<file path="src/bbc_pkg.sv">
// Shared constants for the flow-control decode and execute block
package bbc_pkg;

	localparam int PC_W   = 12;
	localparam int DATA_W = 8;
	localparam int DISP_S = 5;
	localparam int BIT_W  = 3;
	localparam int STK_DEPTH = 6;
	localparam int STK_PTR_W = 3;

	// Opcode low-field classes, bits [2:0]
	localparam logic [2:0] CLS_BR_ZC = 3'h0;
	localparam logic [2:0] CLS_EXT   = 3'h1;
	localparam logic [2:0] CLS_BR_CC = 3'h2;
	localparam logic [2:0] CLS_BIT   = 3'h3;
	localparam logic [2:0] CLS_BR_ZS = 3'h4;
	localparam logic [2:0] CLS_BR_CS = 3'h6;

	// Field positions inside the opcode
	localparam int OP_SUB_POS  = 3;
	localparam int OP_POL_POS  = 4;
	localparam int OP_HI_LSB   = 4;
	localparam int OP_DISP_LSB = 3;

	// Control instructions
	localparam logic [7:0] OP_IDLE     = 8'h05;
	localparam logic [7:0] OP_SUB_EXIT = 8'h25;
	localparam logic [7:0] OP_INT_EXIT = 8'h45;
	localparam logic [7:0] OP_STOP     = 8'h65;
	localparam logic [7:0] OP_WAIT     = 8'h85;

	// Distance from the instruction address to the base of each offset
	localparam logic [PC_W-1:0] SHORT_BASE = 12'h001;
	localparam logic [PC_W-1:0] LONG_BASE  = 12'h002;

	localparam logic [PC_W-1:0]   PC_RST   = 12'h000;
	localparam logic [DATA_W-1:0] BYTE_RST = 8'h00;

	typedef enum logic [2:0] {
		BBC_FETCH = 3'b000,
		BBC_DEC   = 3'b001,
		BBC_OP2   = 3'b010,
		BBC_EXT   = 3'b011,
		BBC_RD    = 3'b100,
		BBC_DISP  = 3'b101,
		BBC_HALT  = 3'b110
	} bbc_state_e;

endpackage : bbc_pkg

</file>
<file path="src/bbc_ret_stack.sv">
// Return address stack with a registered top-of-stack output
`timescale 1ns/100ps
module bbc_ret_stack (
	input  wire logic                     clk,
	input  wire logic                     nrst,
	input  wire logic                     push,
	input  wire logic                     pop,
	input  wire logic [bbc_pkg::PC_W-1:0] wdata,
	output logic      [bbc_pkg::PC_W-1:0] top_q
);
	logic [bbc_pkg::PC_W-1:0]      mem_q [bbc_pkg::STK_DEPTH];
	logic [bbc_pkg::STK_PTR_W-1:0] sp_q;

	////////////////////////////////////////////////////////////////////////
	// Overflow wraps silently, as a small hardware stack does
	always_ff @(posedge clk) begin
		if (!nrst) begin
			sp_q <= '0;
		end else if (push) begin
			sp_q <= (sp_q == 3'(bbc_pkg::STK_DEPTH - 1)) ? '0 : sp_q + 3'h1;
		end else if (pop) begin
			sp_q <= (sp_q == '0) ? 3'(bbc_pkg::STK_DEPTH - 1) : sp_q - 3'h1;
		end
	end

	always_ff @(posedge clk) begin
		if (push) begin
			mem_q[sp_q] <= wdata;
		end
	end

	// Top kept current so a return needs no extra read cycle
	always_ff @(posedge clk) begin
		if (!nrst) begin
			top_q <= bbc_pkg::PC_RST;
		end else if (push) begin
			top_q <= wdata;
		end else if (pop) begin
			top_q <= mem_q[(sp_q < 3'h2) ? sp_q + 3'(bbc_pkg::STK_DEPTH - 2)
				: sp_q - 3'h2];
		end
	end

endmodule : bbc_ret_stack

</file>
<file path="src/bbc_core.sv">
// Decode and execute of branch, bit, jump and control instructions
`timescale 1ns/100ps
// Operation
// - A conditional branch is taken only if its condition holds.
// - Short branches carry a 5-bit signed offset, -15 to +16.
// - Bit-test branches carry an 8-bit signed offset, -126 to +129.
// - A bit-test branch copies the tested bit into carry.
// - Bit operations reach any bit of any data byte by a 3-bit field.
// - Bit set forces the chosen bit to one and bit clear to zero.
// - Branch-if-bit-clear jumps on zero, branch-if-bit-set on one.
// - Long jump and call load a 12-bit absolute target.
// - With the watchdog selected, stop is replaced by a wait.
module bbc_core (
	input  wire logic                       clk,
	input  wire logic                       nrst,
	input  wire logic [bbc_pkg::DATA_W-1:0] pm_data,
	input  wire logic [bbc_pkg::DATA_W-1:0] ds_rdata,
	input  wire logic                       watchdog_sel,
	input  wire logic                       wake,
	input  wire logic                       saved_z,
	input  wire logic                       saved_c,
	output logic      [bbc_pkg::PC_W-1:0]   pm_addr_q,
	output logic      [bbc_pkg::DATA_W-1:0] ds_addr_q,
	output logic      [bbc_pkg::DATA_W-1:0] ds_wdata_q,
	output logic                            ds_we_q,
	output logic                            flag_z_q,
	output logic                            flag_c_q,
	output logic                            stop_q,
	output logic                            wait_q,
	output logic                            foreign_op_q
);
	bbc_pkg::bbc_state_e              st_q;
	logic [bbc_pkg::PC_W-1:0]         pc_q;
	logic [bbc_pkg::DATA_W-1:0]       op_q;
	logic [bbc_pkg::DATA_W-1:0]       b2_q;
	logic [bbc_pkg::PC_W-1:0]         ret_top;
	logic                             stk_push;
	logic                             stk_pop;

	// Decode of the opcode currently on the program bus and of the latched opcode op_q
	logic [2:0]                       cls;
	logic                             is_pcr;
	logic                             pcr_cond;
	logic [bbc_pkg::PC_W-1:0]         pcr_target;
	logic [bbc_pkg::PC_W-1:0]         fall_pc;
	logic                             is_ctrl;
	logic [bbc_pkg::BIT_W-1:0]        bit_sel;
	logic                             tested;
	logic [bbc_pkg::PC_W-1:0]         bt_target;
	logic [bbc_pkg::PC_W-1:0]         ext_target;
	logic [bbc_pkg::DATA_W-1:0]       bit_mask;

	assign cls      = pm_data[2:0];
	assign is_pcr   = (cls == bbc_pkg::CLS_BR_ZC) || (cls == bbc_pkg::CLS_BR_CC)
		|| (cls == bbc_pkg::CLS_BR_ZS) || (cls == bbc_pkg::CLS_BR_CS);
	assign is_ctrl  = (pm_data == bbc_pkg::OP_IDLE)
		|| (pm_data == bbc_pkg::OP_SUB_EXIT)
		|| (pm_data == bbc_pkg::OP_INT_EXIT)
		|| (pm_data == bbc_pkg::OP_STOP) || (pm_data == bbc_pkg::OP_WAIT);
	assign fall_pc  = pc_q + bbc_pkg::SHORT_BASE;

	always_comb begin
		case (cls)
			bbc_pkg::CLS_BR_CS: pcr_cond = flag_c_q;
			bbc_pkg::CLS_BR_CC: pcr_cond = !flag_c_q;
			bbc_pkg::CLS_BR_ZS: pcr_cond = flag_z_q;
			bbc_pkg::CLS_BR_ZC: pcr_cond = !flag_z_q;
			default:            pcr_cond = 1'b0;
		endcase
	end

	// Signed 5-bit offset in opcode bits [7:3] gives -15..+16
	assign pcr_target = fall_pc + {{(bbc_pkg::PC_W - bbc_pkg::DISP_S)
		{pm_data[7]}}, pm_data[7:bbc_pkg::OP_DISP_LSB]};

	// Bit index is stored bit-reversed in the opcode
	assign bit_sel  = {op_q[5], op_q[6], op_q[7]};
	assign bit_mask = 8'(8'h01 << bit_sel);
	assign tested   = ds_rdata[bit_sel];
	assign bt_target = pc_q + bbc_pkg::LONG_BASE
		+ {{(bbc_pkg::PC_W - bbc_pkg::DATA_W){pm_data[7]}}, pm_data};
	assign ext_target = {op_q[7:bbc_pkg::OP_HI_LSB], pm_data};

	assign stk_push = (st_q == bbc_pkg::BBC_EXT) && !op_q[bbc_pkg::OP_SUB_POS];
	assign stk_pop  = (st_q == bbc_pkg::BBC_DEC)
		&& ((pm_data == bbc_pkg::OP_SUB_EXIT)
		|| (pm_data == bbc_pkg::OP_INT_EXIT));

	bbc_ret_stack u_stack (
		.clk   (clk),
		.nrst  (nrst),
		.push  (stk_push),
		.pop   (stk_pop),
		.wdata (pc_q + bbc_pkg::LONG_BASE),
		.top_q (ret_top)
	);

	////////////////////////////////////////////////////////////////////////
	// Sequencer: pc_q holds the address of the instruction being run
	always_ff @(posedge clk) begin
		if (!nrst) begin
			st_q      <= bbc_pkg::BBC_FETCH;
			pc_q      <= bbc_pkg::PC_RST;
			pm_addr_q <= bbc_pkg::PC_RST;
			op_q      <= bbc_pkg::BYTE_RST;
			b2_q      <= bbc_pkg::BYTE_RST;
		end else begin
			case (st_q)
				bbc_pkg::BBC_FETCH: begin
					st_q <= bbc_pkg::BBC_DEC;
				end
				bbc_pkg::BBC_DEC: begin
					op_q <= pm_data;
					if (is_pcr) begin
						pc_q      <= pcr_cond ? pcr_target : fall_pc;
						pm_addr_q <= pcr_cond ? pcr_target : fall_pc;
						st_q      <= bbc_pkg::BBC_FETCH;
					end else if (is_ctrl) begin
						if (stk_pop) begin
							pc_q      <= ret_top;
							pm_addr_q <= ret_top;
						end else begin
							pc_q      <= fall_pc;
							pm_addr_q <= fall_pc;
						end
						st_q <= ((pm_data == bbc_pkg::OP_STOP)
							|| (pm_data == bbc_pkg::OP_WAIT))
							? bbc_pkg::BBC_HALT : bbc_pkg::BBC_FETCH;
					end else if ((cls == bbc_pkg::CLS_EXT)
						|| (cls == bbc_pkg::CLS_BIT)) begin
						pm_addr_q <= fall_pc;
						st_q      <= bbc_pkg::BBC_OP2;
					end else begin
						// Other groups own these; skip one byte
						pc_q      <= fall_pc;
						pm_addr_q <= fall_pc;
						st_q      <= bbc_pkg::BBC_FETCH;
					end
				end
				bbc_pkg::BBC_OP2: begin
					b2_q <= pm_data;
					st_q <= (op_q[2:0] == bbc_pkg::CLS_EXT)
						? bbc_pkg::BBC_EXT : bbc_pkg::BBC_RD;
				end
				bbc_pkg::BBC_EXT: begin
					pc_q      <= {op_q[7:bbc_pkg::OP_HI_LSB], b2_q};
					pm_addr_q <= {op_q[7:bbc_pkg::OP_HI_LSB], b2_q};
					st_q      <= bbc_pkg::BBC_FETCH;
				end
				bbc_pkg::BBC_RD: begin
					if (op_q[bbc_pkg::OP_SUB_POS]) begin
						pc_q      <= pc_q + bbc_pkg::LONG_BASE;
						pm_addr_q <= pc_q + bbc_pkg::LONG_BASE;
						st_q      <= bbc_pkg::BBC_FETCH;
					end else begin
						pm_addr_q <= pc_q + bbc_pkg::LONG_BASE;
						st_q      <= bbc_pkg::BBC_DISP;
					end
				end
				bbc_pkg::BBC_DISP: begin
					// Polarity bit set means jump on one
					if (flag_c_q == op_q[bbc_pkg::OP_POL_POS]) begin
						pc_q      <= bt_target;
						pm_addr_q <= bt_target;
					end else begin
						pc_q      <= pc_q + 12'h003;
						pm_addr_q <= pc_q + 12'h003;
					end
					st_q <= bbc_pkg::BBC_FETCH;
				end
				bbc_pkg::BBC_HALT: begin
					if (wake) begin
						st_q <= bbc_pkg::BBC_FETCH;
					end
				end
				default: st_q <= bbc_pkg::BBC_FETCH;
			endcase
		end
	end

	////////////////////////////////////////////////////////////////////////
	// Data space access for bit set, bit clear and bit test
	always_ff @(posedge clk) begin
		if (!nrst) begin
			ds_addr_q  <= bbc_pkg::BYTE_RST;
			ds_wdata_q <= bbc_pkg::BYTE_RST;
			ds_we_q    <= 1'b0;
		end else begin
			ds_we_q <= 1'b0;
			if (st_q == bbc_pkg::BBC_OP2) begin
				ds_addr_q <= pm_data;
			end
			if ((st_q == bbc_pkg::BBC_RD) && op_q[bbc_pkg::OP_SUB_POS]) begin
				ds_we_q    <= 1'b1;
				ds_wdata_q <= op_q[bbc_pkg::OP_POL_POS]
					? (ds_rdata | bit_mask) : (ds_rdata & ~bit_mask);
			end
		end
	end

	// Flags: only the bit test and interrupt exit touch them
	always_ff @(posedge clk) begin
		if (!nrst) begin
			flag_z_q <= 1'b0;
			flag_c_q <= 1'b0;
		end else if ((st_q == bbc_pkg::BBC_RD)
			&& !op_q[bbc_pkg::OP_SUB_POS]) begin
			flag_c_q <= tested;
		end else if ((st_q == bbc_pkg::BBC_DEC)
			&& (pm_data == bbc_pkg::OP_INT_EXIT)) begin
			flag_z_q <= saved_z;
			flag_c_q <= saved_c;
		end
	end

	// Low-power requests stand while halted
	always_ff @(posedge clk) begin
		if (!nrst) begin
			stop_q       <= 1'b0;
			wait_q       <= 1'b0;
			foreign_op_q <= 1'b0;
		end else begin
			foreign_op_q <= (st_q == bbc_pkg::BBC_DEC) && !is_pcr && !is_ctrl
				&& (cls != bbc_pkg::CLS_EXT) && (cls != bbc_pkg::CLS_BIT);
			if (st_q == bbc_pkg::BBC_DEC) begin
				stop_q <= (pm_data == bbc_pkg::OP_STOP) && !watchdog_sel;
				wait_q <= (pm_data == bbc_pkg::OP_WAIT)
					|| ((pm_data == bbc_pkg::OP_STOP) && watchdog_sel);
			end else if ((st_q == bbc_pkg::BBC_HALT) && wake) begin
				stop_q <= 1'b0;
				wait_q <= 1'b0;
			end
		end
	end
endmodule : bbc_core

</file>
<file path="config.mk">
export PLATFORM = sky130hd
export DESIGN_NAME = bbc_core
export DESIGN_NICKNAME = d
export VERILOG_FILES = /design/src/bbc_pkg.sv /design/src/bbc_ret_stack.sv /design/src/bbc_core.sv
export SDC_FILE = /design/constraint.sdc
export NUM_CORES = 1
export LEC_CHECK = 0
export BUFFER_PORTS_ARGS = -buffer_cell sky130_fd_sc_hd__buf_2
export CELL_PAD_IN_SITES_DETAIL_PLACEMENT = 1
export CELL_PAD_IN_SITES_GLOBAL_PLACEMENT = 1
export CORE_UTILIZATION = 48
export CTS_BUF_LIST = sky130_fd_sc_hd__clkbuf_16
export CTS_CLUSTER_SIZE = 16
export DETAILED_ROUTE_END_ITERATION = 8
export PLACE_DENSITY_LB_ADDON = 0.1
export SYNTH_ARGS = -nofsm -noshare
export SYNTH_HDL_FRONTEND = slang
export SYNTH_SLANG_ARGS = --single-unit
export TNS_END_PERCENT = 20
</file>
<file path="constraint.sdc">
create_clock -name clk -period 4 [get_ports clk]
set_clock_uncertainty 0.2 [all_clocks]
set_input_delay 0.4 -clock clk [delete_from_list [all_inputs] [get_ports clk]]
set_output_delay 0.4 -clock clk [all_outputs]
set_load 0.01 [all_outputs]
</file>
# Word-level counts from Yosys, hierarchy flattened
# Memories as Yosys holds them, arrays and structs flattened.
# Index checks and enable logic that the tools add are counted.
# word_totals
mem_count	1
input_bits	22
output_inout_bits	34
reg_bits	72
ramBits	72
word_cells	131
# op_classes
n_shift	1
add_sub_neg	9
order_cmp	2
mux	38
bitwise	4
n_eq_ne	24
n_reduce_logical	38
# mem_list
name	words	width	rd	rd_clocked_by_memory_dff	wr	line_no	text
u_stack.mem_q	6	12	1	0	1	bbc_ret_stack.sv:11	logic [bbc_pkg::PC_W-1:0] mem_q [bbc_pkg::STK_DEPTH];
# op_table
cell	n
two-way mux 12 bit	11
case mux 12 bit (4 select lines)	2
two-way mux 3 bit	11
adder 12 bit	2
adder 12 x 2 -> 12 bit, second input constant	2
== test 3 bit, second input constant	6
== test 8 x 7 -> 1 bit, second input constant	2
case mux 3 bit (5 select lines)	1
adder 12 x 1 -> 12 bit, second input constant	1
== test 3 x 2 -> 1 bit, second input constant	4
logical AND 1 bit	12
logical OR 1 bit	11
== test 3 x 1 -> 1 bit, second input constant	3
logical NOT 3 bit	3
two-way mux 1 bit	9
bitwise AND 8 bit	1
== test 8 x 3 -> 1 bit, second input constant	1
== test 8 x 6 -> 1 bit, second input constant	1
== test 8 bit, second input constant	1
two-way mux 8 bit	1
inverter 8 bit	1
OR 8 bit	1
left shift 1 x 3 -> 8 bit, first input constant	1
logical NOT 1 bit	6
19 further kinds	22

# Longest topological paths before layout
# Gate-level depths: netlist of run 1.
# logic_depth
depth_word	9
depth_mapped	14
ltp_nobuf	14

# Cells and area by module
# From an unflattened synthesis of run 1, not the netlist that was laid out.
# unflattened
hier_cells	872
area_unflattened_um2	8653.3
# modules_own_cells
mod	n_inst	cells_each	seq_area_each_um2	area_each_um2
bbc_core	1	641	1141.1	4957.3
bbc_ret_stack	1	231	2462.4	3696.0

# Worst setup path before layout of run 1
# No wires, ideal clock.
# synth_timing
path_kind	reg-to-reg
startpoint	register pc_q[1] (netlist name)
endpoint	register pc_q[11] (netlist name)
synth_period_minus_slack_ps	3361
stages_incl_launch_ff	15
required_time_ps	3708
t_arrival_ps	3068
path_buffers	0
setup_time_ps	92
setup_slack_ps	639
cell_sequence	dfxtp_1 > ha_1 > nand3_1 > or2_2 > nor2_1 > xor2_1 > ha_1 > and3_1 > and3_1 > a21oi_1 > o21ai_0 > a211oi_2 > xnor2_1 > o21a_1 > o32ai_1
# synth_via
elab_chain_cells	5
word_cells_on_any_way	13
cone_classes	5 x add/sub; 8 x mux
# synth_lines
item	line_no	text
start, declared	bbc_core.sv:33	logic [bbc_pkg::PC_W-1:0] pc_q;
start signal, assigned	bbc_core.sv:103	pc_q <= bbc_pkg::PC_RST;
start signal, assigned	bbc_core.sv:115	pc_q <= pcr_cond ? pcr_target : fall_pc;
start signal, assigned	bbc_core.sv:120	pc_q <= ret_top;
adder 12 x 1 -> 12 bit	bbc_core.sv:60	assign fall_pc = pc_q + bbc_pkg::SHORT_BASE;
adder 12 bit (tied with other cells)	bbc_core.sv:73	assign pcr_target = fall_pc + {{(bbc_pkg::PC_W - bbc_pkg::DISP_S)
two-way mux 12 bit, on equally long branches	bbc_core.sv:115, bbc_core.sv:118	
two-way mux 12 bit	bbc_core.sv:114	if (is_pcr) begin
case mux 12 bit (4 select lines) *	bbc_core.sv:108	case (st_q)
# Mark *: on every way between the ends. The rest lies on a longest branch, timed or not. The select of a mux whose other input is x is not followed.
# A chain may end at the register's enable or synchronous reset.

# Final worst setup path of run 1
# layout_timing
startpoint	register pc_q[2] (netlist name)
endpoint	register pm_addr_q[9] (netlist name)
# layout_via
word_cells_on_any_way	11
cone_classes	5 x add/sub; 6 x mux
# layout_lines
item	line_no	text
adder 12 x 2 -> 12 bit	-	
via u_stack.wdata, one bit	bbc_ret_stack.sv:8	input wire logic [bbc_pkg::PC_W-1:0] wdata,
adder 12 bit	bbc_core.sv:81	+ {{(bbc_pkg::PC_W - bbc_pkg::DATA_W){pm_data[7]}}, pm_data};
two-way mux 12 bit	bbc_core.sv:162	if (flag_c_q == op_q[bbc_pkg::OP_POL_POS]) begin
case mux 12 bit (4 select lines)	bbc_core.sv:108	
end signal, assigned	bbc_core.sv:116	pm_addr_q <= pcr_cond ? pcr_target : fall_pc;
end signal, assigned	bbc_core.sv:164	pm_addr_q <= bt_target;
end signal, assigned	bbc_core.sv:167	pm_addr_q <= pc_q + 12'h003;
end, declared	bbc_core.sv:22	output logic [bbc_pkg::PC_W-1:0] pm_addr_q,
# The timed path passes the listed nets, and every way through them passes these cells.

==> results of run 1 <==
[cell type report]
class                           count  area, µm²  area share (%)
Multi-Input combinational cell    635       4310            45.9
Clock inverter                     15        183            1.95
Inverter                           24       90.1           0.960
Timing Repair Buffer               84        495            5.28
Tap cell                          220        275            2.93
Sequential cell                   144       3610            38.4
Clock buffer                       17        425            4.53
[where the power goes]
group,internal (mW),total [mW],switching (mW)
logic,0.165,0.441,0.276
registers,1.57,1.60,0.0341
clock network,0.990,1.67,0.678
total,2.72,3.71,0.988
[per-layer routing]
metal / vias up / part of all wire [%]
met3: 55 / 5.1
li1: 3229 / -
met5: - / 0
met1: 3617 / 43
met2: 251 / 49
met4: 0 / 3.0
[worst min-delay path, delay by kind of cell]
family	cells	cell delay, ns
AND/OR/NAND/NOR	1	0.05
buffers and inverters	1	0.11
AO/OA/AOI/OAI	1	0.07
[metrics by stage]
stage	setup slack (ns)	instance area (µm²)	hold WS [ns]	TNS, ns	cells
after floorplan	0.639	8210	0.250	0	856
after global placement	0.334	8750	0.245	0	1106
after detailed placement	0.270	8750	0.251	0	1106
after CTS	0.238	9370	0.0399	0	1139
after global routing	-0.0286	9380	0.0648	-0.0521	1139
final	0.287	9380	0.0438	0	1139
[final timing paths]
kind / from / to / slack, ns / depth (start not counted)
setup / recovery: pc_q[2] / pm_addr_q[9] / 0.29 / 13
hold / removal: ds_rdata[1] / ds_wdata_q[1] / 0.04 / 3
setup reg to reg: pc_q[2] / pm_addr_q[9] / 0.29 / 13
hold reg to reg: pm_addr_q[3] / pm_addr_q[3] / 0.26 / 2
[repair_timing]
action,CTS,global route
setup endpoints to repair,0,4
gates resized for setup,0,3
hold buffers,1,0
hold endpoints to repair,1,0
[flip-flops by register name (all words and copies together) (netlist names), 3 cells and up]
name           flops
u_stack.sp_q       3
ds_addr_q          8
u_stack.top_q     12
ds_wdata_q         8
op_q               8
pc_q              12
pm_addr_q         12
u_stack.mem_q     72
st_q               3
[placed cells by master (no fill, tap or decap), drive strengths merged, types with 29 or more instances in the layout]
cell      n
edfxtp   72
o21ai    33
mux2i    37
a211oi   29
buf      83
nor2    119
inv      30
a21oi    76
dfxtp    72
ha       33
nand2    71
[cell families (layout without fill, tap and decap cells)]
| group | Yosys count | in the layout |
|---|---|---|
| compound gates | 211 | 211 |
| xor+xnor | 45 | 45 |
| fa+ha+maj | 35 | 35 |
| buf+inv | 77 | 140 |
| flops | 144 | 144 |
| mux | 54 | 54 |
| simple gates | 290 | 290 |
==> qor.csv, run 1 <==
stage,metric,value,unit
run_status,outcome,completed,
pwr,p_leak,3.60,nW
global_routing,globalRouteOverflowTotal,0,
global_routing,grtUsageMet3,4.94,%
floorplanning,die-area,17600,µm²
critical_path,critical_path.cell_chain,ha_1 -> nand3_1 -> xor2_2 -> inv_1 -> ha_1 -> a21oi_1 -> o21ai_0 -> and2_1 -> a311o_1 -> a31oi_1 -> a211oi_1 -> o21ai_0 -> o21ai_0,
synth,synth-simple-area-share,16.4,%
synth,syn_nets,913,
timing,slew_violations,0,
route,num_vias,7152,
timing,finalHoldViolCount,0,
synth,synth_top_family_by_area,compound AO/OA/AOI/OAI gates,
synth,synth.most_common_cell,nor2_1,
final_layout,fill_cells,1889,
final_layout,final_nets,963,
cts,insertion_delay,0.44,ns
floorplanning,start_util,49.3,%
pwr,power.density,396,nW/µm²
cts,cts_buffers,17,
synth,synth_compound_area_share,16.5,%
pwr,power,3.71,mW
cts,cts_tree,built,
critical_path,cpMaxStageDelayCell,dfxtp_1,
cts,cts_buffer_depth,2,
synth,async_reset_ff_share,0,%
global_routing,grt_use_met1,42.2,%
route,dr.pass1.iters,5,
cts,root_buffer,clkbuf_16,
synth,yosys-top-cells-area,"edfxtp_1 (26%), dfxtp_1 (18%), nor2_1 (5.4%), ha_1 (5.0%), a21oi_1 (4.6%)",
min_path,hold_class,in2reg,
critical_path,critPathTopFamily,compound AO/OA/AOI/OAI gates,
critical_path,crit_type,reg2reg,
floorplanning,die_w,133,µm
synth,synth_largest_type_area_fraction,26.3,%
global_routing,grtUsageMet2,53.1,%
critical_path,cp_max_fo,8,
critical_path,path_common_cell,o21ai_0,
critical_path,timing.critical_path.from_type,flop,
synth,yosys_warnings,0,
synth,synth_edf_count,72,
timing,rsz0062_at_grt,yes,
place,portBuffers,55,
critical_path,path_buf_inv,1,
route,wl_per_cell,23.7,µm
final_layout,diodes,0,
timing,setup_viol_count_final,0,
global_routing,antenna_found_initial,0,
synth,synth_adder_area_share,5.52,%
synth,synth_mux_area_share,8.86,%
synth,yosysSeqAreaShare,43.9,%
final_layout,fin_util,56.4,%
global_routing,grt_pass1_vias,7379,
global_routing,grt_start_max_net_pins,60,
place,dp_hpwl,19.8,mm
synth,ys_seq_elements,144,
synth,ys_types,77,
route,vias_per_cell,6.28,
critical_path,crit_arrival,3.83,ns
synth,synth_commonest_cells,"nor2_1 (119), a21oi_1 (76), dfxtp_1 (72), edfxtp_1 (72), nand2_1 (71)",
timing,fmax,0.269,GHz
timing,post-route-period-util,92.8,%
floorplanning,coreArea,16600,µm²
timing,period_needed,3.71,ns
cts,htree_levels,4,
final_layout,drive_gt1_share,16.5,%
floorplanning,rows,47,
synth,synth.avg_cell_area,9.59,µm²
pwr,peakVddDrop,336,µV
place,gp_congestion,0.915,
cts,clock_sinks,144,
floorplanning,ios,56,
floorplanning,die_height,133,µm
job,maxCapViolations,0,
global_routing,gr-max-usage-layer,met2,
route,wirelength,27.0,mm
global_routing,grt_use_total,32.0,%
cts,path_clk_slew,0.06,ns
critical_path,worst_setup_path_end_kind,flop,
critical_path,max_stage_delay,0.51,ns
global_routing,grt_pass1_wl,42.2,mm
synth,synth_xor_area_share,4.98,%
synth,yosys.area.top_type,edfxtp_1,
timing,relSlewSlack,26.4,%
critical_path,worstPathRequired,4.12,ns
route,drc,0,
timing,worstMarginPinSlew,1.10,ns
final_layout,areaGrowthSynthToFinish,14.3,%
route,ant_nets,0,
synth,mappedNetlistArea,8210,µm²
synth,synth_cells,856,
synth,synthFlopType,edfxtp_1,
cts,cts_setup_buffers,0,
route,drt_iter0_markers,601,
Note: power is estimated with default switching activity, not from simulation.
==> run 2, diff against run 1 <==
clock period = 3.9 ns   (was 4 ns; I/O delays follow)
==> run 2 against run 1 <==
  * Sequential power is 2% higher
  * Cell count is 0.61% higher
  * First-iteration DRC count is 20% lower
  * Sequential share of layout area hardly changed
  * Clock power is 4% lower
  * Register-to-register slack better by 0.04 ns
  * Critical path depth is 1 higher
  * Critical endpoint is now pc_q[11]
  * Final area is 0.17% higher
  * Clock-buffer cell count stayed put
  * Largest cell class unchanged
==> qor.csv, run 2 (synthesis gave the netlist of run 1 again) <==
stage,metric,value,unit,change
min_path,hold_start,ds_rdata[1],,
global_routing,globalRouteOverflowTotal,0,,unchanged
timing,period_needed,3.58,ns,-0.137 ns
final_layout,multi_input_area,4320,µm²,+0.17%
timing,relSlewSlack,26.3,%,-0.10 points
place,gp_congestion,0.896,,-2.0%
timing,setup_viol_count_final,0,,unchanged
final_layout,final_common_cell,nor2_1,,
place,dp_slack,0.193,ns,-0.0773 ns
route,ant_nets,0,,unchanged
pwr,power.share.switching,28.0,%,+1.3 points
critical_path,crit_type,reg2reg,,
place,portBuffers,55,,unchanged
timing,fmax,0.280,GHz,+3.8%
route,wl_per_cell,24.3,µm,+2.4%
route,wl_met3,1.74,mm,+26%
cts,htree_levels,4,,unchanged
pwr,power,3.70,mW,-0.24%
global_routing,grt_pass1_wl,43.0,mm,+1.9%
job,maxCapViolations,0,,unchanged
critical_path,cp-endpoint,pc_q[11],,
final_layout,fin_cells,1146,,+0.61%
timing,final.setup.tns,0,ns,unchanged
pwr,peakVddDrop,304,µV,-9.5%
route,met1Wirelength,11.4,mm,-2.2%
pwr,seqPwrFrac,44.3,%,+1.1 points
critical_path,cp_max_fo,9,,+1
final_layout,drive_gt1_share,17.3,%,+0.74 points
route,maxUsedRoutingLayer,met4,,
timing,slew_violations,0,,unchanged
global_routing,grt_use_total,32.8,%,+0.78 points
final_layout,fill_cells,1907,,+0.95%
final_layout,layout.cells.most_common_list,"nor2_1 (119), a21oi_1 (76), edfxtp_1 (72)",,
critical_path,worstReg2RegEnd,pc_q[11],,
cts,clock_sinks,144,,unchanged
timing,finalHoldViolCount,0,,unchanged
final_layout,diodes,0,,unchanged
cts,path_clk_slew,0.07,ns,about the same
final_layout,register_area,3610,µm²,+0.10%
cts,cts_tree,built,,
floorplanning,die_w,133,µm,unchanged
route,dr.pass1.iters,6,,+1
global_routing,grt_start_max_net_pins,60,,unchanged
min_path,hold_class,in2reg,,
floorplanning,start_util,49.3,%,unchanged
critical_path,rr_worst_depth,14,,+1
place,placed_cells_incl_taps,1112,,+0.54%
pwr,clock_power_share,43.2,%,-1.8 points
critical_path,timing.rr.start,pc_q[1],,
critical_path,worst_setup_path_end_kind,flop,,
pwr,comb_power_share,12.5,%,+0.6 points
critical_path,timing.critical_path.from_type,flop,,
run_status,outcome,completed,,
critical_path,worstPathRequired,4.03,ns,-0.09 ns
timing,whs,0.0433,ns,-0.000517 ns
floorplanning,die-area,17600,µm²,unchanged
final_layout,stdcell_area,9400,µm²,+0.17%
critical_path,startpoint,pc_q[1],,
route,drt_iter0_markers,480,,-20%
final_layout,largest_reg_flops,72,,unchanged
pwr,power_switching,1.04,mW,+4.8%
cts,root_buffer,clkbuf_16,,
route,num_vias,7197,,+0.63%
critical_path,ff2ff_setup_slack,0.32,ns,+0.04 ns
place,dp_hpwl,20.3,mm,+2.2%
pwr,power.density,394,nW/µm²,-0.41%
critical_path,crit_arrival,3.71,ns,-0.12 ns
global_routing,grt_pass1_vias,7528,,+2.0%
route,vias_per_cell,6.28,,about the same
pwr,internal_power,2.67,mW,-2.1%
cts,insertion_delay,0.43,ns,about the same
timing,rsz0062_at_grt,no,,
timing,timing.final.ws_setup,0.324,ns,+0.0368 ns
route,drc,0,,unchanged
timing,post-route-period-util,91.7,%,-1.1 points
route,wl_met2,13.7,mm,+3.8%
floorplanning,die_height,133,µm,unchanged
final_layout,largest-register,u_stack.mem_q,,
final_layout,areaGrowthSynthToFinish,14.5,%,
route,wirelength,27.8,mm,+3.0%
floorplanning,ios,56,,unchanged
cts,cts_buffers,17,,unchanged
cts,cts_buffer_depth,2,,unchanged
final_layout,final_nets,970,,+0.73%
final_layout,fin_util,56.5,%,+0.098 points
floorplanning,rows,47,,unchanged
timing,worstMarginPinSlew,1.11,ns,+0.00315 ns
pwr,p_leak,3.62,nW,+0.32%
global_routing,antenna_found_initial,0,,unchanged
floorplanning,coreArea,16600,µm²,unchanged
place,postPlaceCellArea,8790,µm²,+0.51%
run 2: worst max-delay path, stage by stage, from the launching register on:
cell      delay [ns]
dfxtp_4         0.40
ha_1            0.19
nand3_1         0.12
or2_2           0.36
nor2_1          0.15
xor2_1          0.24
ha_1            0.32
and3_1          0.20
and3_1          0.19
a21oi_1         0.16
o21ai_1         0.13
a211oi_2        0.22
xnor2_1         0.12
o21a_1          0.20
o32ai_1         0.27
run 2: worst min-delay path by stage:
stage                          to  slack (ns)  cells past startpoint
finish              ds_wdata_q[1]        0.04                      3
CTS                 ds_wdata_q[1]        0.03                      3
detailed placement   pm_addr_q[3]        0.25                      2
global placement     pm_addr_q[4]        0.24                      2
floorplan                 op_q[0]        0.25                      2
global route        ds_wdata_q[1]        0.06                      3
run 2: timing repair:
action                     CTS  global route
gates resized for setup      0             7
setup buffers                0             1
hold buffers                 1             0
setup endpoints to repair    0             7
hold endpoints to repair     1             0
run 2: final cells by class:
cell class	count	area share [%]
multi-input combinational	635	45.9
sequential	144	38.4
timing repair buffer	91	5.83
clock buffer	17	4.53
tap	220	2.93
clock inverter	15	1.44
inverter	24	0.958
run 2: power groups by stage:
stage	Combinational, mW	Sequential, mW	Clock (mW)
finish	0.463	1.64	1.60
global route	0.498	1.64	1.66
CTS	0.455	1.64	1.60
detailed placement	0.447	1.67	0
global placement	0.432	1.67	0
floorplan	0.298	1.66	0
run 2: layer usage:
metal	vias up	GRT usage [%]
met1	3606	40.1
met2	285	56.1
met4	0	14.1
met3	68	6.59
li1	3238	-
met5	-	0
==> run 3, diff against run 2 <==
CORE_MARGIN = 3   (was not set)
PLACE_DENSITY = 0.87   (was not set)
PLACE_DENSITY_LB_ADDON = not set   (was 0.1)
==> run 3 against run 2 <==
  * Maximum frequency is 7.1% lower
  * Clock power is 6% higher
  * First-iteration DRC count grew 37%
  * Clock-buffer cell count unchanged
  * Core utilization decreased by 0.11 points
  * Sequential power about the same
  * Die area is 6.1% higher
  * Combinational power grew 2%
  * Global-route usage shrank 1.6 points
  * Register-to-register slack lost 0.27 ns
  * Power increased by 3.1%
==> qor.csv, run 3 (synthesis gave the netlist of run 1 again) <==
stage,metric,value,unit,change
critical_path,ff2ff_setup_slack,0.05,ns,-0.27 ns
timing,finalHoldViolCount,0,,unchanged
floorplanning,coreArea,16600,µm²,unchanged
critical_path,path_buf_inv,1,,+1
critical_path,crit_type,reg2reg,,
cts,insertion_delay,0.44,ns,about the same
cts,path_clk_slew,0.06,ns,about the same
place,dp_hpwl,19.3,mm,-5.0%
critical_path,crit_arrival,3.96,ns,+0.25 ns
critical_path,critical_path.cell_chain,ha_1 -> nand3_1 -> xor2_1 -> inv_1 -> ha_1 -> a21oi_1 -> o21ai_0 -> and2_1 -> a311o_1 -> a31oi_1 -> a211oi_1 -> o21ai_0 -> o22ai_1,,
timing,worstMarginPinSlew,1.14,ns,+0.0373 ns
timing,whs,0.0480,ns,+0.00467 ns
global_routing,grt_use_total,31.2,%,-1.6 points
final_layout,layout.cells.most_common_list,"nor2_1 (119), a21oi_1 (76), edfxtp_1 (72)",,
critical_path,startpoint,pc_q[2],,
critical_path,max_stage_delay,0.45,ns,+0.05 ns
floorplanning,die_w,137,µm,+3.0%
final_layout,final_nets,964,,-0.62%
place,portBuffers,55,,unchanged
global_routing,grt_pass1_vias,7835,,+4.1%
final_layout,multi_input_area,4300,µm²,-0.38%
cts,cts_setup_buffers,0,,unchanged
floorplanning,die_height,137,µm,+3.0%
floorplanning,die-area,18700,µm²,+6.1%
final_layout,largest_reg_flops,72,,unchanged
min_path,hold_depth,3,,unchanged
critical_path,critPathTopFamily,compound AO/OA/AOI/OAI gates,,
route,drt_iter0_markers,659,,+37%
cts,cts_buffers,17,,unchanged
global_routing,globalRouteOverflowTotal,0,,unchanged
critical_path,timing.rr.start,pc_q[2],,
critical_path,worstPathRequired,4.01,ns,-0.02 ns
floorplanning,rows,47,,unchanged
critical_path,rr_worst_depth,13,,-1
critical_path,worst_setup_path_end_kind,flop,,
pwr,power.density,407,nW/µm²,+3.3%
route,dr.pass1.iters,8,,+2
run_status,outcome,completed,,
place,gp_congestion,0.976,,+8.9%
route,num_vias,7451,,+3.5%
timing,rsz0062_at_grt,yes,,
final_layout,largest-register,u_stack.mem_q,,
cts,cts_buffer_depth,2,,unchanged
timing,slew_violations,0,,unchanged
timing,period_needed,3.85,ns,+0.272 ns
route,drc,0,,unchanged
min_path,hold_path_end,ds_wdata_q[1],,
cts,cts_tree,built,,
global_routing,grt_start_max_net_pins,60,,unchanged
floorplanning,ios,56,,unchanged
pwr,p_leak,3.60,nW,-0.44%
cts,htree_levels,4,,unchanged
floorplanning,start_util,49.3,%,unchanged
min_path,hold_class,in2reg,,
timing,setup_viol_count_final,0,,unchanged
critical_path,worstReg2RegEnd,pc_q[9],,
final_layout,fill_cells,1879,,-1.5%
critical_path,cpMaxStageDelayCell,dfxtp_2,,
critical_path,timing.critical_path.from_type,flop,,
min_path,hold_start,ds_rdata[1],,
final_layout,areaGrowthSynthToFinish,14.3,%,
job,maxCapViolations,0,,unchanged
place,postPlaceCellArea,8760,µm²,-0.43%
pwr,peakVddDrop,293,µV,-3.8%
timing,relSlewSlack,23.7,%,-2.6 points
critical_path,cp_max_fo,11,,+2
cts,clock_sinks,144,,unchanged
timing,post-route-period-util,98.7,%,+7.0 points
final_layout,register_area,3610,µm²,about the same
route,vias_per_cell,6.54,,+4.2%
final_layout,diodes,0,,unchanged
global_routing,grt_pass1_wl,44.1,mm,+2.6%
route,wirelength,28.7,mm,+3.0%
route,ant_nets,0,,unchanged
final_layout,stdcell_area,9380,µm²,-0.20%
timing,fmax,0.260,GHz,-7.1%
cts,root_buffer,clkbuf_16,,
final_layout,final_common_cell,nor2_1,,
route,wl_per_cell,25.2,µm,+3.7%
global_routing,antenna_found_initial,0,,unchanged
final_layout,drive_gt1_share,16.8,%,-0.52 points
[run 3: cell count changes in the layout (fill, tap and decap cells not counted), sizes merged]
cell / before / now
bufinv: 1 / 3
buf: 90 / 84
inv: 30 / 27
[run 3: power breakdown]
| part | switching [mW] | internal (mW) |
|---|---|---|
| registers | 0.0358 | 1.61 |
| logic | 0.302 | 0.170 |
| clock network | 0.691 | 1.01 |
| total | 1.03 | 2.79 |
[run 3: how the worst max path moves through the flow]
stage,end,depth (start not counted)
4_1_cts,pc_q[9],13
3_3_place_gp,pc_q[9],13
3_5_place_dp,pc_q[9],13
5_1_grt,pc_q[9],13
6_report,pc_q[9],13
2_1_floorplan,pc_q[11],14
[run 3: repair_timing]
action / in CTS / in global routing
endpoints found under the hold margin: 1 / 0
hold buffers: 1 / 0
gates resized for setup: 0 / 4
endpoints found under the setup margin: 0 / 13
[run 3: routing by layer]
layer / global-route usage (%) / wire length (µm) / share of wire, %
met3: 5.99 / 2220 / 7.7
met1: 37.8 / 11000 / 38
met4: 16.6 / 1580 / 5.5
met2: 52.4 / 13900 / 49
met5: 0 / 0 / 0
[run 3: through the flow]
stage | setup WS [ns] | setup TNS [ns] | power [mW] | utilization (%) | std cells
floorplan | 0.539 | 0 | 1.96 | - | 856
global placement | 0.292 | 0 | 2.09 | 52.6 | 1107
detailed placement | 0.0769 | 0 | 2.11 | 52.6 | 1107
CTS | 0.0349 | 0 | 3.81 | 56.3 | 1139
global route | -0.0119 | -0.0154 | 3.92 | 56.4 | 1139
finish | 0.0517 | 0 | 3.82 | 56.4 | 1139
[run 3: layout make-up]
| class | count | area share (%) |
|---|---|---|
| clock buffers | 17 | 4.54 |
| flip-flops and latches | 144 | 38.5 |
| well taps | 220 | 2.93 |
| inverters | 24 | 0.960 |
| repair buffers | 85 | 5.36 |
| multi-input cells | 635 | 45.8 |
| clock inverters | 14 | 1.91 |
[run 3: worst reg2reg max path, stage by stage, from the launching register on]
cell and delay [ns]:
dfxtp_2 0.45, ha_1 0.31, nand3_1 0.14, xor2_1 0.36
inv_1 0.23, ha_1 0.27, a21oi_1 0.34, o21ai_0 0.23
and2_1 0.24, a311o_1 0.36, a31oi_1 0.14, a211oi_1 0.09
o21ai_0 0.24, o22ai_1 0.13
